--- src/osu_pkg.sv ---
// constants and types shared by the operand shifter unit files
// assumes a single core clock; the execute stage drives all inputs
// Summary of operation
// - expand 8-bit byte shifted left anywhere
// - expand replicated byte lane constants
// - shifted immediate above 255 sets carry bit31
// - other immediate forms keep carry
// - flag illegal register shift lengths
// - rotate through carry moves one bit
// - no shift passes source through
// - zero length shift other than rotate through carry keeps carry
// - arithmetic right fills with sign bit
// - right shifts carry bit n-1
// - arithmetic right 32+ gives sign, carry
// - logical right zero fills top bits
// - logical right 32+ gives zero
// - logical right 33+ clears carry
// - left shift carries bit 32-n
// - rotate right carries bit n-1
// - rotate through carry inserts carry, outputs bit0
package osu_pkg;

    localparam int unsigned OSU_DATA_W     = 32;
    localparam int unsigned OSU_LEN_W      = 6;
    localparam int unsigned OSU_BYTE_W     = 8;
    localparam int unsigned OSU_ISHIFT_W   = 5;
    localparam int unsigned OSU_TYPE_W     = 3;

    localparam logic        OSU_CARRY_RST  = 1'b0;
    localparam logic [31:0] OSU_BYTE_MAX   = 32'h0000_00FF;
    localparam logic [5:0]  OSU_LEN_ZERO   = 6'h00;
    localparam logic [5:0]  OSU_LEN_ONE    = 6'h01;
    localparam logic [5:0]  OSU_LEN_RIGHT_MAX = 6'h20;
    localparam logic [5:0]  OSU_LEN_ROT_MAX   = 6'h1F;
    localparam logic [5:0]  OSU_LEN_LEFT_MAX  = 6'h1F;

    typedef enum logic [2:0] {
        OSU_SH_LSL = 3'h0,
        OSU_SH_LSR = 3'h1,
        OSU_SH_ASR = 3'h3,
        OSU_SH_ROR = 3'h2,
        OSU_SH_RRX = 3'h6
    } osu_shift_t;

    typedef enum logic [1:0] {
        OSU_IMM_SHIFTED = 2'h0,
        OSU_IMM_EVEN    = 2'h1,
        OSU_IMM_ODD     = 2'h3,
        OSU_IMM_ALL     = 2'h2
    } osu_imm_form_t;

endpackage

--- src/osu_imm_expander.sv ---
// immediate constant expander for the second operand
// assumes form, byte and shift come straight from decode, same clock
module osu_imm_expander
    import osu_pkg::*;
(
    input  wire logic [1:0]  imm_form,
    input  wire logic [7:0]  imm_byte,
    input  wire logic [4:0]  imm_shift,
    output logic      [31:0] imm_value,
    output logic             imm_sets_carry
);

    wire logic [31:0] shifted_value;
    wire logic [31:0] even_value;
    wire logic [31:0] odd_value;
    wire logic [31:0] all_value;
    wire logic        is_shifted;

    // bits pushed past bit 31 are dropped: decode never encodes them
    assign shifted_value = {24'h00_0000, imm_byte} << imm_shift;
    assign even_value    = {8'h00, imm_byte, 8'h00, imm_byte};
    assign odd_value     = {imm_byte, 8'h00, imm_byte, 8'h00};
    assign all_value     = {imm_byte, imm_byte, imm_byte, imm_byte};
    assign is_shifted    = (osu_imm_form_t'(imm_form) == OSU_IMM_SHIFTED);

    assign imm_value = is_shifted ? shifted_value :
                       (osu_imm_form_t'(imm_form) == OSU_IMM_EVEN) ? even_value :
                       (osu_imm_form_t'(imm_form) == OSU_IMM_ODD)  ? odd_value  : all_value;

    // replicated forms never touch carry
    assign imm_sets_carry = is_shifted && (shifted_value > OSU_BYTE_MAX);

endmodule

--- src/osu_operand_shifter.sv ---
// second operand generator: immediate expansion and barrel shifter
// assumes decode holds inputs stable for the execute cycle; carry held here
module osu_operand_shifter
    import osu_pkg::*;
(
    input  wire logic        clock,
    input  wire logic        srst,
    input  wire logic        op_valid,
    input  wire logic        use_immediate,
    input  wire logic [1:0]  imm_form,
    input  wire logic [7:0]  imm_byte,
    input  wire logic [4:0]  imm_shift,
    input  wire logic [31:0] shift_source_register,
    input  wire logic [2:0]  shift_type,
    input  wire logic [5:0]  shift_len,
    input  wire logic        from_second_operand,
    input  wire logic        flag_update,
    input  wire logic        carry_load,
    input  wire logic        carry_load_value,
    output logic      [31:0] flexible_second_operand,
    output logic             shift_carry_out,
    output logic             carry_changes,
    output logic             shift_len_legal,
    output logic             carry_flag
);

    ////////////////////////////////////////////////////////////////////////
    // carry flag storage

    logic carry_q;
    logic carry_d;

    ////////////////////////////////////////////////////////////////////////
    // shift functions, each returns {carry, result}

    function automatic logic [32:0] osu_lsl(input logic [31:0] src, input logic [5:0] n);
        logic [63:0] wide;
        wide = {32'h0000_0000, src} << n;
        return {wide[32], wide[31:0]};
    endfunction

    function automatic logic [32:0] osu_lsr(input logic [31:0] src, input logic [5:0] n);
        logic [63:0] wide;
        wide = {src, 32'h0000_0000} >> n;
        // n of 33 up pulls a zero into bit 31
        return {wide[31], wide[63:32]};
    endfunction

    function automatic logic [32:0] osu_asr(input logic [31:0] src, input logic [5:0] n);
        logic [63:0] wide;
        wide = $signed({src, 32'h0000_0000}) >>> n;
        // sign extension keeps bit 31 for any length of 32 up
        return {wide[31], wide[63:32]};
    endfunction

    function automatic logic [32:0] osu_ror(input logic [31:0] src, input logic [5:0] n);
        logic [63:0] wide;
        wide = {src, src} >> n[4:0];
        // lengths above 32 wrap; 32 itself leaves src, carry bit 31
        return {wide[31], wide[31:0]};
    endfunction

    function automatic logic [32:0] osu_rrx(input logic [31:0] src, input logic cin);
        return {src[0], cin, src[31:1]};
    endfunction

    ////////////////////////////////////////////////////////////////////////
    // immediate path

    wire logic [31:0] imm_value;
    wire logic        imm_sets_carry;

    osu_imm_expander u_imm (
        .imm_form       (imm_form),
        .imm_byte       (imm_byte),
        .imm_shift      (imm_shift),
        .imm_value      (imm_value),
        .imm_sets_carry (imm_sets_carry)
    );

    ////////////////////////////////////////////////////////////////////////
    // register shift path, purely combinational

    wire osu_shift_t  sh_kind;
    wire logic        len_zero;
    wire logic [32:0] lsl_res;
    wire logic [32:0] lsr_res;
    wire logic [32:0] asr_res;
    wire logic [32:0] ror_res;
    wire logic [32:0] rrx_res;
    wire logic [32:0] sel_res;
    wire logic        reg_carry_valid;
    wire logic        right_len_ok;
    wire logic        left_len_ok;
    wire logic        rot_len_ok;

    assign sh_kind  = osu_shift_t'(shift_type);
    assign len_zero = (shift_len == OSU_LEN_ZERO);

    // source only read, never written back
    assign lsl_res = osu_lsl(shift_source_register, shift_len);
    assign lsr_res = osu_lsr(shift_source_register, shift_len);
    assign asr_res = osu_asr(shift_source_register, shift_len);
    assign ror_res = osu_ror(shift_source_register, shift_len);
    assign rrx_res = osu_rrx(shift_source_register, carry_q);

    // zero length on any but rrx means no shift at all
    assign sel_res = (sh_kind == OSU_SH_RRX) ? rrx_res :
                     len_zero                ? {carry_q, shift_source_register} :
                     (sh_kind == OSU_SH_LSR) ? lsr_res :
                     (sh_kind == OSU_SH_ASR) ? asr_res :
                     (sh_kind == OSU_SH_ROR) ? ror_res : lsl_res;

    assign reg_carry_valid = (sh_kind == OSU_SH_RRX) || !len_zero;

    // second operand forms limit lengths; direct shifts take any length
    assign right_len_ok = (shift_len >= OSU_LEN_ONE) && (shift_len <= OSU_LEN_RIGHT_MAX);
    assign left_len_ok  = (shift_len <= OSU_LEN_LEFT_MAX);
    assign rot_len_ok   = (shift_len >= OSU_LEN_ONE) && (shift_len <= OSU_LEN_ROT_MAX);

    assign shift_len_legal = use_immediate || !from_second_operand ||
                             ((sh_kind == OSU_SH_LSR || sh_kind == OSU_SH_ASR) ? right_len_ok :
                              (sh_kind == OSU_SH_LSL) ? left_len_ok :
                              (sh_kind == OSU_SH_ROR) ? rot_len_ok :
                              (sh_kind == OSU_SH_RRX) ? len_zero : 1'b0);

    ////////////////////////////////////////////////////////////////////////
    // operand and carry select

    wire logic carry_src_valid;

    assign flexible_second_operand = use_immediate ? imm_value : sel_res[31:0];
    assign carry_src_valid = use_immediate ? imm_sets_carry : reg_carry_valid;
    assign carry_changes   = flag_update && carry_src_valid;
    assign shift_carry_out = !carry_changes   ? carry_q :
                             use_immediate    ? imm_value[31] : sel_res[32];

    // an illegal length is discarded rather than half applied
    always_comb begin
        carry_d = carry_q;
        if (carry_load) begin
            carry_d = carry_load_value;
        end else if (op_valid && carry_changes && shift_len_legal) begin
            carry_d = shift_carry_out;
        end
    end

    always_ff @(posedge clock) begin
        if (srst) begin
            carry_q <= OSU_CARRY_RST;
        end else begin
            carry_q <= carry_d;
        end
    end

    assign carry_flag = carry_q;

endmodule

--- config.mk ---
export PLATFORM = sky130hd
export DESIGN_NAME = osu_operand_shifter
export DESIGN_NICKNAME = d
export VERILOG_FILES = /design/src/osu_pkg.sv /design/src/osu_imm_expander.sv /design/src/osu_operand_shifter.sv
export SDC_FILE = /design/constraint.sdc
export NUM_CORES = 1
export LEC_CHECK = 0
export ABC_AREA = 0
export BUFFER_PORTS_ARGS = -buffer_cell sky130_fd_sc_hd__buf_2
export CAP_MARGIN = 20
export CORE_UTILIZATION = 49
export DETAILED_ROUTE_END_ITERATION = 7
export PLACE_DENSITY = 0.82
export SYNTH_ARGS = -nofsm -noshare
export SYNTH_HDL_FRONTEND = slang
export SYNTH_SLANG_ARGS = --single-unit
--- constraint.sdc ---
create_clock -name clock -period 2.04 [get_ports clock]
set_input_delay 0.102 -clock clock [delete_from_list [all_inputs] [get_ports clock]]
set_output_delay 0.102 -clock clock [all_outputs]
set_load 0.01 [all_outputs]
==> out/results.txt, run 1 <==
The flow did not finish. The stage where the run ended is global routing. The first error in the log reads "[ERROR GRT-0116] Global routing finished with congestion. Check the congestion regions in the DRC Viewer". The cell area that synthesis handed to floorplanning was 7804 um^2. In this run, synthesis inferred 0 flip-flops with an integrated enable. In this run the vertical extent of the chip is 128.2 um. In the synthesized netlist the async set-or-reset flop fraction comes to 0%. For the I/O pin count, the log shows 100. The overall track demand over capacity in global routing was 85.58%; the net count after synthesis was 1150. Buffers placed on the I/O ports in this run total 99.

The run gives 35560 um as the post-detailed-placement half-perimeter wirelength. The floorplan has 45 rows. After clock tree synthesis, the flow added hold-fix buffers numbering 0. The run gives 1661 as the number of instances in the placed design. For the total congestion overflow after global routing, the log shows 398. The number of flip-flops and latches in the synthesized netlist is 1, and the fraction of the yosys area taken by sequential cells is 0.2565%. Synthesis instantiated 80 different standard cells from the library. The run gives 50 as the largest net degree at the start of global routing.

In this run the horizontal extent of the chip is 128.2 um. The initial standard-cell utilization of the core was 50.77%. A synthesized cell averages 7.186 um^2.

The logs give 15770 for the via count of the first global-routing pass and 0 for the count of yosys warnings during synthesis. The tools report the wire length of the first global-routing pass as 104200 um. The most used flip-flop cell after synthesis is sky130_fd_sc_hd__dfxtp_1. Counting every instance in the synthesized netlist gives 1086.

Once placement finished, the instance area stood at 11310 um^2. The run gives 1.315 as the global placement routability congestion.
[cell usage after synthesis (6+ instances only)]
| cell type | n | share of area, % |
|---|---|---|
| sky130_fd_sc_hd__mux2_2 | 48 | 6.9 |
| sky130_fd_sc_hd__nand3_1 | 24 | 1.5 |
| sky130_fd_sc_hd__or2_2 | 8 | 0.64 |
| sky130_fd_sc_hd__o31a_1 | 7 | 0.79 |
| sky130_fd_sc_hd__nor4_1 | 8 | 0.64 |
| sky130_fd_sc_hd__mux4_1 | 12 | 4.0 |
| sky130_fd_sc_hd__a21o_1 | 11 | 1.1 |
| sky130_fd_sc_hd__o22ai_1 | 21 | 1.7 |
| sky130_fd_sc_hd__buf_2 | 11 | 0.71 |
| sky130_fd_sc_hd__inv_1 | 12 | 0.58 |
| sky130_fd_sc_hd__nor3_1 | 31 | 2.0 |
| sky130_fd_sc_hd__a211oi_1 | 14 | 1.3 |
| sky130_fd_sc_hd__o2111ai_1 | 10 | 1.1 |
| sky130_fd_sc_hd__o211ai_1 | 17 | 1.6 |
| sky130_fd_sc_hd__mux4_2 | 59 | 17 |
| sky130_fd_sc_hd__a221oi_1 | 7 | 0.79 |
| sky130_fd_sc_hd__a22oi_1 | 10 | 0.96 |
| sky130_fd_sc_hd__or3_1 | 6 | 0.48 |
| sky130_fd_sc_hd__nand2b_1 | 14 | 1.1 |
| sky130_fd_sc_hd__nor2b_1 | 6 | 0.48 |
| sky130_fd_sc_hd__a21oi_1 | 87 | 5.6 |
| sky130_fd_sc_hd__clkbuf_1 | 91 | 4.4 |
| sky130_fd_sc_hd__mux2i_1 | 75 | 9.6 |
| sky130_fd_sc_hd__nand2_1 | 109 | 5.2 |
| sky130_fd_sc_hd__and2_1 | 8 | 0.64 |
| sky130_fd_sc_hd__o21a_1 | 6 | 0.58 |
| sky130_fd_sc_hd__o31ai_1 | 13 | 1.3 |
| sky130_fd_sc_hd__o21ai_0 | 85 | 5.5 |
| sky130_fd_sc_hd__buf_1 | 13 | 0.63 |
| sky130_fd_sc_hd__nand4_1 | 7 | 0.56 |
| sky130_fd_sc_hd__nor2_1 | 120 | 5.8 |
| sky130_fd_sc_hd__a31oi_1 | 30 | 2.4 |
[repair_timing]
item,CTS
buffers inserted,41
cloned,8
gates resized for setup,199
endpoints found under the setup margin,36
pin swaps,71
[routing by layer]
metal	global-route usage, %	overflow
met3	74.04	20
met1	82.92	24
met5	56.35	1
met4	86.37	116
met2	100.3	237
[per-stage QoR]
stage | worst slack (ns) | TNS (ns)
2_1_floorplan | -0.1796 | -0.4435
3_3_place_gp | -0.5892 | -14.93
3_5_place_dp | -0.6216 | -17.43
4_1_cts | -0.4631 | -10.43
[cells by family after synthesis]
family / after synthesis / synth area share [%]
and+or+nand+nor: 358 / 20.86
muxes: 197 / 38.14
xor gates and xnor gates: 1 / 0.1123
AOI/OAI and AO/OA: 387 / 32.77
buffers and inverters: 142 / 7.856
DFF: 1 / 0.2565
==> inputs of run 2 (changes only) <==
Settings changed: CORE_UTILIZATION 49 to 34, PLACE_DENSITY 0.82 to default, PLACE_DENSITY_LB_ADDON from default to 0.15.
Clock period 2.04 ns to 2.65 ns, I/O delays scaled along.
==> run 2 against run 1 <==
The flow now finishes, with violations (setup timing). Synthesized cell count is the same. Synthesized area unchanged.
==> out/results.txt, run 2 <==
Summed over all cells, the static leakage comes to 4.702 nW. The checks that failed: setup timing. The final layout contains 1460 nets.

The number of endpoints failing setup at the final stage was 1; the total congestion overflow after global routing was 0. I/O pin count: 100 (unchanged). The region available for standard cell placement spans 22570 um^2.

The peak supply drop is 107.6 uV. Clock-pin slew was measured on the worst setup and hold paths at 0 ns. In this run the power density over the cells is 241.5 nW/um^2.

The final max-slew violation count came out at 0. The worst setup path is launched from a primary input. The chip width was 153.5 um (+20%); the flip-flop count of the largest register after layout was 1. The commonest cells after synthesis are 120 x sky130_fd_sc_hd__nor2_1, 109 x sky130_fd_sc_hd__nand2_1, 91 x sky130_fd_sc_hd__clkbuf_1, 87 x sky130_fd_sc_hd__a21oi_1, 85 x sky130_fd_sc_hd__o21ai_0. The tools report the number of placement rows as 55 (+22%). The tools report the worst relative slew slack as 35.83%. Global placement routability congestion: 1.044 (-21%). For the number of different library cells in the post-synthesis netlist, the log shows 80 (unchanged). For the count of maximum capacitance violations, the log shows 0. By area the synthesized netlist is led by sky130_fd_sc_hd__mux4_2 17%, sky130_fd_sc_hd__mux2i_1 9.6%, sky130_fd_sc_hd__mux2_2 6.9%. The share of synthesized flip-flops with an asynchronous set or reset works out to 0% (unchanged). In the layout the commonest cells are 314 x sky130_fd_sc_hd__buf_4, 118 x sky130_fd_sc_hd__nor2_1, 109 x sky130_fd_sc_hd__nand2_1.

Summing over every cut layer, the via total after detailed routing is 11170. Of all nets on the critical path, the largest fanout is 8. For this run, design rule violations remaining after detail routing come to 0.

The layout filler cell count was 2353. The final wirelength is 50630 um. The final critical path time including I/O delays and setup was 2.652 ns; the top-area cell type share of the netlist area was 17.03% (unchanged). The critical path class is primary input to output port. Of the available clock period, the critical path in the final layout requires 100.1%. The run gives 42.00% as the overall track demand over capacity in global routing. The run gives 0 (unchanged) as the post-cts hold buffer count. For the initial standard-cell utilization of the core, the log shows 34.57% (-16 points). The number of iterations in the first detailed-routing pass is 5. The post-detailed-placement half-perimeter wirelength was 41230 um (+16%); the smallest setup slack after layout was -0.001606 ns. Data arrives at the worst endpoint at 2.52 ns. In the synthesized netlist the dominant register cell turns out to be sky130_fd_sc_hd__dfxtp_1. The number of enable flip-flop cells after synthesis was 0 (unchanged). sky130_fd_sc_hd__mux4_2 takes more of the synthesized area than any other cell.

In this run the remaining antenna-violating nets after routing total 0. Setup repair after global routing could not meet its margin everywhere. The net count after synthesis came out at 1150 (unchanged).

The count of yosys warnings during synthesis is 0 (unchanged). The overall power consumption is 2.689 mW, and the worst hold slack across all endpoints is 0.3776 ns. Data required time at the worst endpoint: 2.52 ns. The run gives 7804 um^2 (unchanged) as the post-synthesis instance area. The clock skew after layout was 0 ns. The fraction of the yosys area taken by sequential cells was 0.2565% (unchanged); the number of flip-flops and latches in the synthesized netlist was 1 (unchanged).

The number of vias per cell after detailed routing came out at 6.652. The share of post-route cells with drive strength above 1 is 43.04%, and the number of antenna repair diodes is 0. At the pin with the least slew margin, the transition time is 0.9538 ns. Area added between synthesis and finish: 42.67%.

Worst min-delay path class: primary input to register. The die covers 23560 um^2. The via count of the first global-routing pass was 10250; the final count of hold timing violations was 0. The clock latency reported for the late side of the worst-skew pair is 0 ns.

The tools report the initial antenna violation count as 0. By instance count, the leading cell after synthesis is sky130_fd_sc_hd__nor2_1. The first routing iteration left 1398 violations. The tools report the cell count after synthesis as 1086 (unchanged). The average cell area after synthesis was 7.186 um^2 (unchanged). The count of buffers from port buffering is 99 (unchanged). Routed length per instance: 30.16 um. The largest net degree at the start of global routing was 43; the die height was 153.5 um (+20%). The run gives -0.4699 ns (+0.1516 ns) as the worst slack at placement. Timing would allow up to 377.1 MHz. The worst setup path is captured at an output port. Commonest non-fill, non-tap cell in the layout: sky130_fd_sc_hd__buf_4. The wire length of the first global-routing pass came out at 73060 um.

The run finished, with violations left.
run 2: logic make-up after synthesis:
family,synth area share (%)
DFF,0.2565
muxes,38.14
AOI/OAI and AO/OA,32.77
buffers and inverters,7.856
xor gates and xnor gates,0.1123
and+or+nand+nor,20.86
run 2: what timing repair did:
item                       4_1_cts  5_1_grt
setup endpoints to repair       26       22
gates cloned                     0        3
gates resized for setup         27       44
buffers inserted                 0        7
pin swaps                        2       11
run 2: report_power, final:
part | switching [mW] | internal (mW)
clock | 0 | 0
combinational | 1.48 | 1.19
sequential | 0.00212 | 0.0166
total | 1.48 | 1.20
run 2: final cells by class:
| class | instances | area, um^2 | share of cell area [%] |
|---|---|---|---|
| Sequential cell | 1 | 20.02 | 0.1798 |
| Tap cell | 285 | 356.6 | 3.203 |
| Inverter | 16 | 63.81 | 0.5732 |
| Multi-Input combinational cell | 943 | 7376 | 66.25 |
| Timing Repair Buffer | 434 | 3317 | 29.79 |
run 2: final timing paths:
path	cells after the start	startpoint	slack, ns	to
worst max register to register	7	carry_flag	1.11	carry_flag
worst min register to register	3	carry_flag	0.78	carry_flag
worst min-delay path	2	carry_load	0.38	carry_flag
worst max-delay path	11	shift_len[0]	-0.002	flexible_second_operand[8]
run 2: worst max-delay path, cell delays in order:
cell and delay, ns:
sky130_fd_sc_hd__clkbuf_16 0.13, sky130_fd_sc_hd__buf_8 0.14, sky130_fd_sc_hd__mux2i_1 0.14, sky130_fd_sc_hd__mux4_2 0.50
sky130_fd_sc_hd__buf_4 0.15, sky130_fd_sc_hd__o21a_1 0.20, sky130_fd_sc_hd__o31a_1 0.26, sky130_fd_sc_hd__a2bb2oi_1 0.14
sky130_fd_sc_hd__or3_1 0.36, sky130_fd_sc_hd__o211ai_1 0.16, sky130_fd_sc_hd__buf_2 0.20
run 2: stage by stage:
step	std cells	setup TNS (ns)	instance area, um^2	utilization [%]
finish	1679	-0.001606	11130	49.32
floorplan	1086	0	7804	-
CTS	1670	-0.005388	10860	48.11
detailed placement	1670	-3.159	10740	47.57
global placement	1670	-2.800	10740	47.57
global route	1679	-0.02786	11130	49.32
run 2: per-layer routing:
layer	up-vias	part of all wire, %	routed length [um]	global-route usage, %
li1	4883	-	-	-
met1	5367	40	20450	58.11
met2	794	44	22320	64.44
met3	124	11	5571	8.061
met4	0	4.5	2283	15.71
met5	-	0	0	0
(Power assumes the default switching activity.)
==> inputs of run 3 (changes only) <==
Settings changed: REMOVE_ABC_BUFFERS from default to 1.
==> run 3 against run 2 <==
The run still ends with setup timing left. Utilization is 1.4 points higher. Via count grew 2.5%. Highest routed layer unchanged. Critical path type unchanged. Worst hold slack got worse by 0.0017 ns. Register-to-register slack improved by 0.12 ns.
==> out/results.txt, run 3 (synthesized netlist as in run 2, its figures left out) <==
The clock latency reported for the late side of the worst-skew pair came out at 0 ns (unchanged). The final wirelength was 51250 um (+1.2%); the fraction of the core area covered by cells at the end of the flow was 50.75% (+1.4 points). The terminus of the critical flop-to-flop path was carry_flag. The run gives 11440 (+2.5%) as the number of vias in the routed layout.

For the worst reg-to-reg setup slack, the log shows 1.23 ns (+0.12 ns). The final critical path time including I/O delays and setup is 2.650 ns (-0.001468 ns), and the remaining number of nets flagged by the antenna check after routing is 0 (unchanged). The run gives 1 (unchanged) as the number of endpoints failing setup at the final stage.

The number of nets in the layout is 1473 (+0.89%), and the length in cells of the worst reg-to-reg path is 7 (unchanged). The worst hold path belongs to the class primary input to register. The floorplan core area was 22570 um^2 (unchanged); the number of placement rows was 55 (unchanged). For the static leakage, the log shows 4.845 nW (+3.0%). The overall track demand over capacity in global routing came out at 41.79% (-0.21 points). The post-detailed-placement half-perimeter wirelength came out at 40960 um (-0.64%).

The slew at the pin closest to its max-slew limit is 0.7779 ns (-0.1759 ns). The final max-slew violation count was 0 (unchanged). The run gives 2.756 mW (+2.5%) as the overall power consumption.

The first-iteration detailed-routing DRC count was 1262 (-9.7%); the final count of hold timing violations was 0 (unchanged). The number of cells traversed by the worst hold path came out at 2 (unchanged). The final reports fail on setup timing. The maximum clock frequency came out at 377.3 MHz (about the same).

The startpoint identified for the worst register-to-register timing path is carry_flag. The area added between synthesis and finish was 46.78%; the sum of negative setup slack was -0.0001381 ns (+0.001468 ns). The worst relative slew slack was 47.59% (+12 points). The die height came out at 153.5 um (unchanged). The number of vias per cell after detailed routing came out at 6.764 (+1.7%). The clock-pin transition on the worst setup and hold timing paths was 0 ns (unchanged); the I/O pin count was 100 (unchanged). The fraction of the cycle the final worst path needs is 100.0% (about the same). Share of post-route cells with drive strength above 1: 44.78% (+1.7 points).

The run gives 0 (unchanged) as the total congestion overflow after global routing. The critical path class is primary input to output port. The top cell types in the final layout, fill and taps aside, are 324 x sky130_fd_sc_hd__buf_4, 115 x sky130_fd_sc_hd__nor2_1, 109 x sky130_fd_sc_hd__nand2_1. The cell area reported after detailed placement was 10840 um^2 (+0.98%); the smallest setup slack after layout was -0.0001381 ns (+0.001468 ns). The global placement routability congestion is 1.051 (+0.62%). The tools report the number of antenna repair diodes as 0 (unchanged).

The worst setup path is launched from a primary input. The data arrival time of the critical path was 2.52 ns (about the same). The worst slack at placement was -0.4024 ns (+0.06754 ns); the number of iterations in the first detailed-routing pass was 6 (+1). The highest net fanout along the worst path is 5 (-3). The worst setup path startpoint was shift_len[2]. The count of buffers from port buffering was 99 (unchanged); the clock skew after layout was 0 ns (unchanged). The commonest non-fill, non-tap cell in the layout is sky130_fd_sc_hd__buf_4.

The initial antenna violation count was 0 (unchanged). Largest net degree at the start of global routing: 58 (+35%). Setup repair after global routing could not meet its margin everywhere. The data required time at the worst endpoint is 2.52 ns (about the same), and the power density relative to cell area is 240.6 nW/um^2 (-0.37%). For the post-layout instance area, the log shows 11450 um^2 (+2.9%).

The initial standard-cell utilization of the core is 34.57% (unchanged). The tools report the endpoint of the worst hold path as carry_flag. The tools report the type of destination of the critical path as an output port. The peak supply drop was 103.0 uV (-4.3%); the chip width was 153.5 um (unchanged).

For the wire length of the first global-routing pass, the log shows 72680 um (-0.52%). The flow ran to the end, but the final reports show violations. The total die area is 23560 um^2 (unchanged). The flip-flop count of the largest register after layout works out to 1 (unchanged). The DRC violation count after routing is 0 (unchanged), and the routed length per instance is 30.29 um (+0.44%). The startpoint identified for the worst hold timing path is carry_load. Count of maximum capacitance violations: 0 (unchanged). The tools report the via count of the first global-routing pass as 10500 (+2.4%).
## run 3: cell types whose count changed in the layout (fill, tap and decap cells not counted), sizes merged
cell and change:
buf +15, clkbuf -2
## run 3: routing by layer
metal / GRT usage, % / vias up / wire length, um
li1: - / 4905 / -
met1: 56.51 / 5591 / 20270
met2: 65.24 / 810 / 22390
met3: 6.144 / 138 / 5552
met4: 19.95 / 0 / 3036
met5: 0 / - / 0
## run 3: through the flow
| step | cells | hold WS [ns] |
|---|---|---|
| 3_3_place_gp | 1679 | 0.3744 |
| 4_1_cts | 1684 | 0.3782 |
| 3_5_place_dp | 1679 | 0.3785 |
| 2_1_floorplan | 960 | 0.2688 |
| 5_1_grt | 1692 | 0.3818 |
| 6_report | 1692 | 0.3760 |
## run 3: final cells by class
cell class                      instances  area [um^2]
Fill cell                            2302        11120
Inverter                               16        63.81
Multi-Input combinational cell        943         7497
Sequential cell                         1        20.02
Tap cell                              285        356.6
Timing Repair Buffer                  447         3517
## run 3: power by group
group	leakage (nW)	internal [mW]	total, mW	switching (mW)
clock	0	0	0	0
sequential	0.00832	0.0166	0.0182	0.00159
combinational	4.84	1.24	2.74	1.49
## run 3: repair_timing
| item | in CTS | in global routing |
|---|---|---|
| pin swaps | 7 | 14 |
| setup endpoints to repair | 27 | 24 |
| resized for setup | 29 | 83 |
| hold buffers | 0 | 0 |
| setup buffers | 4 | 4 |
| gates cloned | 1 | 4 |
## run 3: worst max-delay path by stage
stage / endpoint / cells past startpoint
2_1_floorplan: flexible_second_operand[23] / 5
3_3_place_gp: flexible_second_operand[21] / 11
3_5_place_dp: flexible_second_operand[21] / 11
4_1_cts: flexible_second_operand[6] / 13
5_1_grt: shift_carry_out / 10
6_report: flexible_second_operand[8] / 11
## run 3: worst max-delay path: stages
cell and delay, ns:
sky130_fd_sc_hd__buf_4 0.17, sky130_fd_sc_hd__buf_12 0.16, sky130_fd_sc_hd__clkinvlp_4 0.11, sky130_fd_sc_hd__mux4_2 0.56
sky130_fd_sc_hd__buf_6 0.16, sky130_fd_sc_hd__o21a_1 0.17, sky130_fd_sc_hd__o31a_1 0.27, sky130_fd_sc_hd__a2bb2oi_1 0.14
sky130_fd_sc_hd__or3_1 0.35, sky130_fd_sc_hd__o211ai_1 0.12, sky130_fd_sc_hd__buf_2 0.17
